===== src/hdl/lspm_pkg.sv =====
package lspm_pkg;

    // Register indexes; the byte address on the bus is four times the index
    localparam logic [9:0] LINK_STATUS_SECOND_IDX = 10'h072;
    localparam logic [9:0] SLOT_CAPABILITIES_SECOND_IDX = 10'h074;
    localparam logic [9:0] SLOT_CONTROL_SECOND_IDX = 10'h078;
    localparam logic [9:0] SLOT_STATUS_SECOND_IDX = 10'h07A;
    localparam logic [9:0] POWER_MGMT_CAPABILITIES_IDX = 10'h0C0;
    localparam logic [9:0] LOAD_CONTROL_IDX = 10'h0F0;
    localparam logic [9:0] LINK_MONITOR_IDX = 10'h0F1;

    localparam int ADR_W = 12;

    // Power management capability header fields
    localparam int CAP_IDENT_LSB = 0;
    localparam int NEXT_PTR_LSB = 8;
    localparam int PM_REV_LSB = 16;
    localparam int INIT_FLAG_BIT = 21;
    localparam int AUX_CURRENT_LSB = 22;
    localparam int LPS1_BIT = 25;
    localparam int LPS2_BIT = 26;
    localparam int PMES_LSB = 27;

    localparam logic [7:0] CAPABILITY_IDENTIFIER = 8'h01;
    localparam logic [2:0] PM_SPEC_REVISION_VALUE = 3'h3;
    localparam logic [2:0] AUX_CURRENT_VALUE = 3'h0;

    localparam logic [7:0] NEXT_PTR_RST = 8'h00;
    localparam logic INIT_FLAG_RST = 1'b0;
    localparam logic [4:0] PME_SUPPORT_RST = 5'h19;

    // Mask position of each power state within the PME support field
    localparam int PME_D0_POS = 0;
    localparam int PME_D3COLD_POS = 4;

    // Power state encoding on the pm_state input
    localparam logic [1:0] PSTATE_D3HOT = 2'h3;

    // Bit positions in the block's own control and monitor registers
    localparam int LOAD_EN_BIT = 0;
    localparam int MON_RATE_BIT = 0;
    localparam int MON_DEEMPH_BIT = 1;
    localparam int MON_COLD_BIT = 2;

    localparam logic [31:0] DATA_RST = 32'h0000_0000;

endpackage


===== src/hdl/lspm_sync.sv =====
`timescale 1ns/1ps

module lspm_sync #(
    parameter int WIDTH = 2
) (
    input wire logic clk_sys,
    input wire logic sys_rst,
    input wire logic [WIDTH-1:0] async_in,
    output logic [WIDTH-1:0] sync_out
);

    typedef struct packed {
        logic [WIDTH-1:0] stage1;
        logic [WIDTH-1:0] stage2;
    } lspm_sync_s;

    lspm_sync_s state_reg;
    lspm_sync_s state_next;

    // One two-stage chain per bit; the first stage feeds only the second
    genvar gi;
    generate
        for (gi = 0; gi < WIDTH; gi++) begin : g_bit
            always_comb begin
                state_next.stage1[gi] = async_in[gi];
                state_next.stage2[gi] = state_reg.stage1[gi];
            end
        end
    endgenerate

    always_ff @(posedge clk_sys) begin
        if (sys_rst) begin
            state_reg <= '0;
        end else begin
            state_reg <= state_next;
        end
    end

    assign sync_out = state_reg.stage2;

endmodule


===== src/hdl/lspm_regs.sv =====
// Decided for this implementation: the Wishbone slave port.
`timescale 1ns/1ps

// How it works
// - Bit 0 of link_status_second reads the de-emphasis level now in use at 5 Gbps, 0 for -6.0 dB, 1 for -3.5 dB.
// - At 2.5 GT/s that bit just shows whatever the PHY drives and carries no meaning.
// - The second slot capability, control and status registers are reserved and always read zero.
// - Bits 7:0 of the power management header read the fixed identifier 1.
// - Bits 15:8 of the header hold a loadable pointer to the next capability.
// - Bits 18:16 of the header are read-only and read 3.
// - Bit 21 is a loadable device-specific-init flag that resets to 0.
// - Bits 24:22 read zero since no auxiliary current is drawn.
// - Bits 25 and 26 read zero since neither intermediate low-power state is supported.
// - Bits 31:27 are a loadable mask of the states in which a PME may be generated.
// - That mask resets with only bits 27, 30 and 31 set.
// - PME messages are never forwarded while the port is in cold D3.
// - Writing the mask changes only its read-back value, never the states that really forward PME.
module lspm_regs (
    input wire logic clk_sys,
    input wire logic sys_rst,
    input wire logic wb_cyc_i,
    input wire logic wb_stb_i,
    input wire logic wb_we_i,
    input wire logic [lspm_pkg::ADR_W-1:0] wb_adr_i,
    input wire logic [3:0] wb_sel_i,
    input wire logic [31:0] wb_dat_i,
    output logic [31:0] wb_dat_o,
    output logic wb_ack_o,
    input wire logic phy_current_deemph_level,
    input wire logic phy_rate_5g,
    input wire logic pm_aux_cold,
    input wire logic [1:0] pm_state,
    input wire logic pme_msg_in,
    output logic pme_msg_fwd
);

    typedef struct packed {
        logic ack;
        logic [31:0] dat;
        logic load_en;
        logic [7:0] next_capability_pointer;
        logic device_specific_init_flag;
        logic [4:0] pme_support_mask;
        logic pme_fwd;
    } lspm_state_s;

    lspm_state_s state_reg;
    lspm_state_s state_next;

    logic [2:0] phy_sync;
    logic req;
    logic wr_commit;
    logic [9:0] idx;
    logic adr_aligned;
    logic [31:0] pm_cap_word;
    logic [31:0] rd_word;
    logic [4:0] pme_behave_mask;
    logic [2:0] state_pos;
    logic cold_now;

    // PHY status and the cold indication come from outside this clock
    lspm_sync #(
        .WIDTH(3)
    ) u_sync (
        .clk_sys(clk_sys),
        .sys_rst(sys_rst),
        .async_in({pm_aux_cold, phy_rate_5g, phy_current_deemph_level}),
        .sync_out(phy_sync)
    );

    assign cold_now = phy_sync[2];
    assign req = wb_cyc_i && wb_stb_i;
    // The write lands at the edge where the master sees ack high
    assign wr_commit = req && wb_we_i && state_reg.ack;
    assign idx = wb_adr_i[lspm_pkg::ADR_W-1:2];
    assign adr_aligned = (wb_adr_i[1:0] == 2'h0);

    // Only the tie-offs are constants; loadable fields come from flops
    always_comb begin
        pm_cap_word = '0;
        pm_cap_word[lspm_pkg::CAP_IDENT_LSB +: 8] = lspm_pkg::CAPABILITY_IDENTIFIER;
        pm_cap_word[lspm_pkg::NEXT_PTR_LSB +: 8] = state_reg.next_capability_pointer;
        pm_cap_word[lspm_pkg::PM_REV_LSB +: 3] = lspm_pkg::PM_SPEC_REVISION_VALUE;
        pm_cap_word[lspm_pkg::INIT_FLAG_BIT] = state_reg.device_specific_init_flag;
        pm_cap_word[lspm_pkg::AUX_CURRENT_LSB +: 3] = lspm_pkg::AUX_CURRENT_VALUE;
        pm_cap_word[lspm_pkg::LPS1_BIT] = 1'b0;
        pm_cap_word[lspm_pkg::LPS2_BIT] = 1'b0;
        pm_cap_word[lspm_pkg::PMES_LSB +: 5] = state_reg.pme_support_mask;
    end

    // Read mux; unmapped and reserved locations return zero
    always_comb begin
        rd_word = '0;
        if (adr_aligned) begin
            case (idx)
                lspm_pkg::LINK_STATUS_SECOND_IDX: begin
                    // Undefined at 2.5 GT/s; the PHY value is shown as is
                    rd_word[0] = phy_sync[0];
                end
                lspm_pkg::SLOT_CAPABILITIES_SECOND_IDX: begin
                    rd_word = '0;
                end
                lspm_pkg::SLOT_CONTROL_SECOND_IDX: begin
                    rd_word = '0;
                end
                lspm_pkg::SLOT_STATUS_SECOND_IDX: begin
                    rd_word = '0;
                end
                lspm_pkg::POWER_MGMT_CAPABILITIES_IDX: begin
                    rd_word = pm_cap_word;
                end
                lspm_pkg::LOAD_CONTROL_IDX: begin
                    rd_word[lspm_pkg::LOAD_EN_BIT] = state_reg.load_en;
                end
                lspm_pkg::LINK_MONITOR_IDX: begin
                    rd_word[lspm_pkg::MON_RATE_BIT] = phy_sync[1];
                    rd_word[lspm_pkg::MON_DEEMPH_BIT] = phy_sync[0];
                    rd_word[lspm_pkg::MON_COLD_BIT] = cold_now;
                end
                default: begin
                    rd_word = '0;
                end
            endcase
        end
    end

    // PME forwarding follows the reset mask with its D3cold bit cleared, never the loaded one
    always_comb begin
        pme_behave_mask = lspm_pkg::PME_SUPPORT_RST;
        pme_behave_mask[lspm_pkg::PME_D3COLD_POS] = 1'b0;
        if (cold_now) begin
            state_pos = 3'(lspm_pkg::PME_D3COLD_POS);
        end else begin
            state_pos = 3'(lspm_pkg::PME_D0_POS) + {1'b0, pm_state};
        end
    end

    always_comb begin
        state_next = state_reg;
        // Ack for one cycle, then drop it so a held strobe is not answered on two cycles in a row
        state_next.ack = req && !state_reg.ack;
        if (req && !state_reg.ack) begin
            state_next.dat = wb_we_i ? lspm_pkg::DATA_RST : rd_word;
        end
        state_next.pme_fwd = pme_msg_in && pme_behave_mask[state_pos];
        if (wr_commit && adr_aligned) begin
            case (idx)
                lspm_pkg::LOAD_CONTROL_IDX: begin
                    if (wb_sel_i[0]) begin
                        state_next.load_en = wb_dat_i[lspm_pkg::LOAD_EN_BIT];
                    end
                end
                lspm_pkg::POWER_MGMT_CAPABILITIES_IDX: begin
                    // Fixed fields have no storage, so writes to them vanish
                    if (state_reg.load_en) begin
                        if (wb_sel_i[1]) begin
                            state_next.next_capability_pointer = wb_dat_i[lspm_pkg::NEXT_PTR_LSB +: 8];
                        end
                        if (wb_sel_i[2]) begin
                            state_next.device_specific_init_flag = wb_dat_i[lspm_pkg::INIT_FLAG_BIT];
                        end
                        if (wb_sel_i[3]) begin
                            state_next.pme_support_mask = wb_dat_i[lspm_pkg::PMES_LSB +: 5];
                        end
                    end
                end
                default: begin
                    state_next.load_en = state_reg.load_en;
                end
            endcase
        end
    end

    always_ff @(posedge clk_sys) begin
        if (sys_rst) begin
            state_reg.ack <= 1'b0;
            state_reg.dat <= lspm_pkg::DATA_RST;
            state_reg.load_en <= 1'b0;
            state_reg.next_capability_pointer <= lspm_pkg::NEXT_PTR_RST;
            state_reg.device_specific_init_flag <= lspm_pkg::INIT_FLAG_RST;
            state_reg.pme_support_mask <= lspm_pkg::PME_SUPPORT_RST;
            state_reg.pme_fwd <= 1'b0;
        end else begin
            state_reg <= state_next;
        end
    end

    assign wb_ack_o = state_reg.ack;
    assign wb_dat_o = state_reg.dat;
    assign pme_msg_fwd = state_reg.pme_fwd;

endmodule


===== config.mk =====
export PLATFORM = sky130hd
export DESIGN_NAME = lspm_regs
export DESIGN_NICKNAME = d
export VERILOG_FILES = /design/src/hdl/lspm_pkg.sv /design/src/hdl/lspm_sync.sv /design/src/hdl/lspm_regs.sv
export SDC_FILE = /design/constraint.sdc
export NUM_CORES = 1
export LEC_CHECK = 0
export BUFFER_PORTS_ARGS = -buffer_cell sky130_fd_sc_hd__buf_2
export CAP_MARGIN = 30
export CORE_AREA = 4 4 73 75
export DETAILED_ROUTE_END_ITERATION = 12
export DIE_AREA = 0 0 77 79
export GPL_ROUTABILITY_DRIVEN = 0
export PLACE_DENSITY = 0.84
export SLEW_MARGIN = 20
export SYNTH_ARGS = -nofsm -noshare
export SYNTH_HDL_FRONTEND = slang
export SYNTH_SLANG_ARGS = --single-unit

===== constraint.sdc =====
create_clock -name clk_sys -period 1.3 [get_ports clk_sys]
set_clock_uncertainty 0.05 [all_clocks]
set_input_delay 0.26 -clock clk_sys [delete_from_list [all_inputs] [get_ports clk_sys]]
set_output_delay 0.26 -clock clk_sys [all_outputs]
set_load 0.1 [all_outputs]

---- After elaboration in Yosys (flattened, before gate mapping) ----
Memories as Yosys holds them, arrays and structs flattened.
Cells that the tools add are included.
word-level totals
  bits in writable memories ............... 0
  bits in registers ....................... 55
  logic and storage cells ................. 34
  memories ................................ 1
  bits in latches ......................... 0
  bits of input ports ..................... 59
  memory bits (read-only) ................. 8
  output and inout bits ................... 34
cells by class
  mux-type cells .......................... 7
  bitwise operators ....................... 0
  equal/unequal tests ..................... 4
  div/mod/pow operators ................... 0
  magnitude comparators ................... 1
  shifts and indexed selects .............. 0
  multiply operators ...................... 0
  reductions and logical operators ........ 12
  add/subtract/negate cells ............... 0
memories
  memory            depth  width  rd ports  clocked after memory_dff  write ports  line              source
  (name not given)  8      1      1         0                         0            lspm_regs.sv:145  state_next.pme_fwd = pme_msg_in && pme_behave_mask[state_pos];
operators by type and width
  kind                                                count
  2-to-1 mux 32 bit                                   2
  == test 10 x 8 -> 1 bit, second input constant      3
  2-to-1 mux 29 bit                                   1
  AND reduction 4 bit                                 3
  == test 10 x 7 -> 1 bit, second input constant      1
  logical AND 1 bit                                   6
  < comparator 3 x 4 -> 1 bit, second input constant  1
  one-hot mux 1 bit (4 select lines)                  1
  2-to-1 mux 3 bit                                    1
  AND reduction 3 bit                                 1
  logical NOT 2 bit                                   1
  2-to-1 mux 2 bit                                    1
  logical NOT 1 bit                                   1
  2-to-1 mux 1 bit                                    1

---- Depth between registers and ports, before layout ----
Gate-level depths: netlist of the first run.
  depth in word-level cells ............... 5
  depth in mapped cells ................... 5
  gate-level depth less buffers ........... 4

---- By module ----
From an unflattened synthesis of the first run, not the netlist that was laid out.
unflattened totals
  cells, all modules ...................... 189
  area total of the unflattened synthesis .. 1840.5 um^2
modules (own cells, without submodules)
  module     area each (um^2)  cells an instance  instances
  lspm_regs  1682.9            177                1
  lspm_sync  157.7             12                 1

---- Least setup slack after synthesis of the first run ----
Ideal clock, no wire load.
  kind .................................... reg-to-reg
  start ................................... register state_reg (netlist bit wb_ack_o)
  end ..................................... register state_reg (netlist bit wb_dat_o[1])
  data arrival time ....................... 1924 ps
  buffers on the path ..................... 2
  library setup time ...................... 59 ps
  slack ................................... -733 ps
  stages on the path, launching flop included .. 6
  data required time ...................... 1191 ps
  cells stage by stage .................... dfxtp_1 nand3b_1 nor2b_1 buf_2 clkbuf_1 a22o_1
between the ends
  longest elaborated chain between the ends .. 2
ends and longest elaborated chain
  item                      line              source
  start: declaration        lspm_regs.sv:47   lspm_state_s state_reg;
  start signal: assignment  lspm_regs.sv:184  state_reg <= state_next;
  logical NOT 1 bit         lspm_regs.sv:142  if (req && !state_reg.ack) begin
  logical AND 1 bit         lspm_regs.sv:142
No other way between the ends.
A chain may end at the register's enable or synchronous reset.

---- Final worst setup path of the first run ----
  start ................................... register state_reg (netlist bit wb_ack_o)
  end ..................................... register state_reg (netlist bit wb_dat_o[2])
The elaborated chain is that of the path after synthesis.

==> metrics.txt, run 1 <==
CTS buffer count 5; Syn Inst Count 189; sequential share of the synthesized area 0.4527; internal cell power 1.860 mW; Clock Path Buffers 2; DR WL/cell 14.70 um; commonest non-fill, non-tap cells in the layout buf_2, dfxtp_1, buf_12, buf_4, a22o_1; ratio of cells with drive above 1 in the final layout 0.4506; DP Cell Count 294; path type of the worst setup path register to register; main combinational cell family by area after synthesis simple AND/OR/NAND/NOR gates; Ant. Diodes 0; FMAX 651.8 MHz; Sw Pwr 731.1 uW; drt first pass iters 4; Layout area overhead 46.58%; clk sinks 41; Netlist cell types 31; CTS tree built; max reg flops 18; Critical Path Fanout Max 2; Power Dens Cells 974.8 nW/um2; core box area 4661 um2; post-synthesis compound-gate area fraction 0.1649; RSZ-0062 raised after global routing true; Starting Density 0.3890; Root Buffer clkbuf_8; part of the power in registers 0.490; Synth Area in Simple Gates 0.1912; Synth warnings 0; clock share of power 0.362; final cell count without fillers 307; Fill cells 382; Nets 311; main area contributors after synthesis dfxtp_1, buf_4, a22o_1; Final ANT Viol Nets 0; post-synthesis xor/xnor area fraction 0.004831; dpl hpwl 3327 um; CP required 1.49 ns; most common cell after layout, fill and taps aside buf_2; Row Count 25; initial antenna violation count 0; first-pass GRT wire length 6755 um; Clock Latency Late Sink 0.30 ns; fin util 0.5702; hold crit path type input port to register; fin worst setup slack -0.2343 ns; Die Area 6083 um2; via count 1571; Max VDD drop 0.7388 mV; Synth Area in Adders 0; Final Cycle Share 1.180; Critical Path AT 1.73 ns; maximum number of pins on one net before global-route repair 18; Horiz. Die Dim 77 um; min Tclk post-route 1.534 ns; status complete, but fails checks; cell area after synthesis 1813 um2; met2 usage 0.2596; vias in the first global route 1454; total leakage power 1.101 nW; vias per inst 5.117; hold slack final 0.1168 ns; crit end category register; max-slew violations 0; GRT overflow 0; GR Util met3 0.03401; switch share 0.2822; failing checks setup timing; Post-Syn Area per Cell 9.593 um2; Synth Register Bits 41; total negative setup slack -4.718 ns; mux contribution to synthesized area 0.01656; Remaining DRCs 0; cell taking the most area after synthesis dfxtp_1; Startpoint Class register; GR Util met1 0.1589; Comb power frac 0.148; pre-CTS setup slack -0.3797 ns; Primary FF master, synth dfxtp_1; Worst-path clk slew 0.08 ns; final setup violation count 33; Synth top area share 0.4527; DR iter-0 viols 59; Die Height 79 um; final hold violation count 0; ys async rst share 0; I/O pin count 93; Maximum Capacitance Violations 0; layer with the highest usage met2; port buffer count 62; Post-synth EDFFs 0; total wire length 4513 um; GRT Overall Usage 0.1416; H-tree levels 2
stage by stage:
step | cell area [um2] | total power, mW
final | 2658 | 2.591
after global routing | 2658 | 2.695
after CTS | 2584 | 2.598
after detailed placement | 2419 | 1.662
after global placement | 2411 | 1.651
after floorplan | 1879 | 1.576
synthesized netlist by cell type, types with 2 or more instances:
cell type	n
dfxtp_1	41
buf_4	32
a22o_1	17
o21ai_0	14
a21oi_1	13
nand4_1	13
nor2_1	10
nor2b_1	9
clkbuf_1	4
buf_2	3
mux2i_1	3
nand2_1	3
nand3_1	3
and2_1	2
and4_1	2
buf_6	2
inv_1	2
nor3_1	2
or3_1	2
metal layers:
metal	share of wire	up-vias
met5	0	-
met4	0.016	0
met3	0.071	8
met2	0.53	66
met1	0.38	734
li1	-	763
cells by family (layout without fill, tap and decap cells):
family          Yosys count  in the layout
other cells               1             13
xor+xnor                  1              1
compound gates           46             46
flops                    41             41
mux                       3              3
simple gates             53             53
buf+inv                  44             96
final timing paths:
path	end	depth (start not counted)	startpoint	slack (ns)
worst max-delay path	wb_dat_o[2]	6	wb_ack_o	-0.23
worst min-delay path	u_sync.state_next[0]	2	phy_current_deemph_level	0.12
worst max register to register	wb_dat_o[2]	6	wb_ack_o	-0.23
worst min register to register	u_sync.sync_out[2]	1	u_sync.state_next[2]	0.40
what timing repair did:
action	4_1_cts	5_1_grt
buffers inserted	4	1
hold endpoints to repair	0	0
setup endpoints to repair	32	35
resized for setup	9	17
hold buffers	0	0
pin swaps	21	12
gates cloned	0	0
worst max-delay path, cell delays in order (launching register included):
cell and delay, ns:
dfxtp_4 0.34, nand3b_1 0.18, buf_4 0.15, or3_4 0.36
buf_12 0.15, nor3_4 0.12, a22o_1 0.15
power by group through the flow:
stage / combinational, mW / sequential (mW) / clock, mW
5_1_grt: 0.402 / 1.27 / 1.02
2_1_floorplan: 0.258 / 1.32 / 0
3_5_place_dp: 0.363 / 1.30 / 0
4_1_cts: 0.373 / 1.27 / 0.957
6_report: 0.383 / 1.27 / 0.938
3_3_place_gp: 0.352 / 1.30 / 0
area by class of cell:
type / count / area, um2 / area share
tap: 54 / 67.56 / 0.02542
clock buffer: 7 / 96.34 / 0.03625
sequential: 41 / 825.8 / 0.3107
clock inverter: 1 / 8.758 / 0.003296
multi-input combinational: 116 / 813.3 / 0.3060
inverter: 2 / 7.507 / 0.002825
timing repair buffer: 86 / 838.3 / 0.3154
Power figures use the tool's default switching activity.
==> inputs of run 2 (changes only) <==
--- a/config.mk
+++ b/config.mk
@@ -5,7 +5,7 @@
 export SDC_FILE = /design/constraint.sdc
 export NUM_CORES = 1
 export LEC_CHECK = 0
-export BUFFER_PORTS_ARGS = -buffer_cell sky130_fd_sc_hd__buf_2
+export BUFFER_PORTS_ARGS = -buffer_cell sky130_fd_sc_hd__clkbuf_2
 export CAP_MARGIN = 30
 export CORE_AREA = 4 4 73 75
 export DETAILED_ROUTE_END_ITERATION = 12
@@ -15,4 +15,5 @@
 export SLEW_MARGIN = 20
 export SYNTH_ARGS = -nofsm -noshare
 export SYNTH_HDL_FRONTEND = slang
+export SYNTH_HIERARCHICAL = 1
 export SYNTH_SLANG_ARGS = --single-unit
==> metrics.txt, run 2 <==
max-slew violations 0 (unchanged); Post-Syn Area per Cell 9.738 um2 (was 9.593 um2); I/O pin count 93 (unchanged); Synth top area share 0.4460 (was 0.4527); Primary FF master, synth dfxtp_1 (unchanged); Die Height 79 um (unchanged); first-pass GRT wire length 7038 um (was 6755 um); Clock Path Buffers 2 (unchanged); port buffer count 62 (unchanged); Ant. Diodes 0 (unchanged); via count 1523 (was 1571); Die Area 6083 um2 (unchanged); Worst-path clk slew 0.08 ns (about the same); ratio of cells with drive above 1 in the final layout 0.4217 (was 0.4506); maximum number of pins on one net before global-route repair 24 (was 18); status complete, but fails checks (unchanged); Critical Path Fanout Max 6 (was 2); min Tclk post-route 1.653 ns (was 1.534 ns); total negative setup slack -8.233 ns (was -4.718 ns); vias in the first global route 1499 (was 1454); hold buffer count at CTS 0 (unchanged); path type of the worst setup path input port to register (was register to register); Startpoint Class input port (was register); Synth Register Bits 41 (unchanged); final hold violation count 0 (unchanged); total wire length 4379 um (was 4513 um); Critical Path AT 1.82 ns (was 1.73 ns); GRT overflow 0 (unchanged); Power Dens Cells 977.6 nW/um2 (was 974.8 nW/um2); core box area 4661 um2 (unchanged); cell area after synthesis 1841 um2 (was 1813 um2); Synth warnings 6 (was 0); CP required 1.47 ns (was 1.49 ns); Fill cells 404 (was 382); Syn Inst Count 189 (unchanged); Remaining DRCs 0 (unchanged); commonest cells in the synthesized netlist dfxtp_1, buf_4, a22o_1 (unchanged); crit end category register (unchanged); DR WL/cell 14.45 um (was 14.70 um); Max VDD drop 0.5094 mV (was 0.7388 mV); main area contributors after synthesis dfxtp_1, buf_4, a22o_1 (unchanged); vias per inst 5.026 (was 5.117); Starting Density 0.3949 (was 0.3890); H-tree levels 2 (unchanged); FMAX 604.9 MHz (was 651.8 MHz); ys async rst share 0 (unchanged); Nets 307 (was 311); fin worst setup slack -0.3530 ns (was -0.2343 ns); commonest non-fill, non-tap cells in the layout clkbuf_2, dfxtp_1, buf_12, a22o_1 (was buf_2, dfxtp_1, buf_12, buf_4, a22o_1); max reg flops 18 (unchanged); fin util 0.5552 (was 0.5702); dpl hpwl 3336 um (was 3327 um); Clock Latency Late Sink 0.30 ns (about the same); most common cell in the netlist dfxtp_1 (unchanged); CP startpoint wb_adr_i[5] (was wb_ack_o); Tot Pwr 2.530 mW (was 2.591 mW); Layout area overhead 40.58% (was 46.58%); CTS buffer count 5 (unchanged); CTS tree built (unchanged); worst hold start phy_current_deemph_level (unchanged); sequential share of the synthesized area 0.4460 (was 0.4527); Netlist cell types 34 (was 31); most common cell after layout, fill and taps aside clkbuf_2 (was buf_2); hold slack final 0.1167 ns (was 0.1168 ns); hold crit path type input port to register (unchanged); Row Count 25 (unchanged); reg2reg start wb_ack_o (unchanged); clk sinks 41 (unchanged); GRT Overall Usage 0.1460 (was 0.1416); final setup violation count 32 (was 33); Post-synth EDFFs 0 (unchanged); drt first pass iters 4 (unchanged); Horiz. Die Dim 77 um (unchanged); failing checks setup timing (unchanged); Maximum Capacitance Violations 0 (unchanged); DR iter-0 viols 104 (was 59); initial antenna violation count 0 (unchanged); Root Buffer clkbuf_8 (unchanged); RSZ-0062 raised after global routing true (unchanged); cell taking the most area after synthesis dfxtp_1 (unchanged); Final Cycle Share 1.272 (was 1.180); Final ANT Viol Nets 0 (unchanged); total leakage power 1.062 nW (was 1.101 nW)
## run 2: cell type report
type	instances	area [um2]	share of cell area
clock inverter	2	13.76	0.005319
multi-input combinational	119	779.5	0.3013
tap	54	67.56	0.02611
clock buffer	6	82.58	0.03191
sequential	41	827.0	0.3196
timing repair buffer	81	817.0	0.3158
## run 2: critical path, cell delays in order
cell and delay [ns]:
clkbuf_2 0.08, or4_4 0.56, or4_4 0.57, nor2_4 0.15, mux2i_1 0.19
## run 2: path summary, 6_finish.rpt
kind / to / slack, ns / depth (start not counted)
setup / recovery: pm_cap_word[31] / -0.35 / 5
hold / removal: u_sync/state_next[0] / 0.12 / 2
setup reg to reg: pm_cap_word[15] / -0.13 / 4
hold reg to reg: u_sync/sync_out[1] / 0.39 / 1
## run 2: cell families (layout without fill, tap and decap cells)
| kind of cell | count (synthesis) | after routing | synth area share |
|---|---|---|---|
| AND/OR/NAND/NOR | 59 | 60 | 0.2005 |
| buffers and inverters | 42 | 89 | 0.1788 |
| flip-flops | 41 | 41 | 0.4460 |
| AO/OA/AOI/OAI | 40 | 40 | 0.1407 |
| multiplexers | 5 | 5 | 0.02719 |
| other | 1 | 13 | 0.002037 |
| XOR/XNOR | 1 | 1 | 0.004760 |
## run 2: stage by stage
step           cell area, um2  instances  setup WS, ns
2_1_floorplan            1916        201       -0.5526
4_1_cts                  2544        301       -0.3211
5_1_grt                  2587        303       -0.3994
3_5_place_dp             2411        291       -0.6618
3_3_place_gp             2411        291       -0.6189
6_report                 2587        303       -0.3530
## run 2: repair_timing
| item | in CTS | in global routing |
|---|---|---|
| pin swaps | 1 | 0 |
| hold endpoints to repair | 0 | 0 |
| gates cloned | 1 | 0 |
| endpoints found under the setup margin | 34 | 33 |
| resized for setup | 6 | 5 |
| setup buffers | 1 | 2 |
## run 2: per-layer routing
| metal | GRT usage | up-vias | wire (um) |
|---|---|---|---|
| li1 | - | 753 | - |
| met1 | 0.1739 | 701 | 1844 |
| met4 | 0.05338 | 0 | 61 |
| met5 | 0 | - | 0 |
| met3 | 0.05215 | 8 | 392 |
| met2 | 0.2430 | 61 | 2080 |
## run 2: where the power goes
group | internal (mW) | switching, mW
Combinational | 0.109 | 0.272
Clock | 0.430 | 0.449
Sequential | 1.27 | 0.00509
Total | 1.80 | 0.725
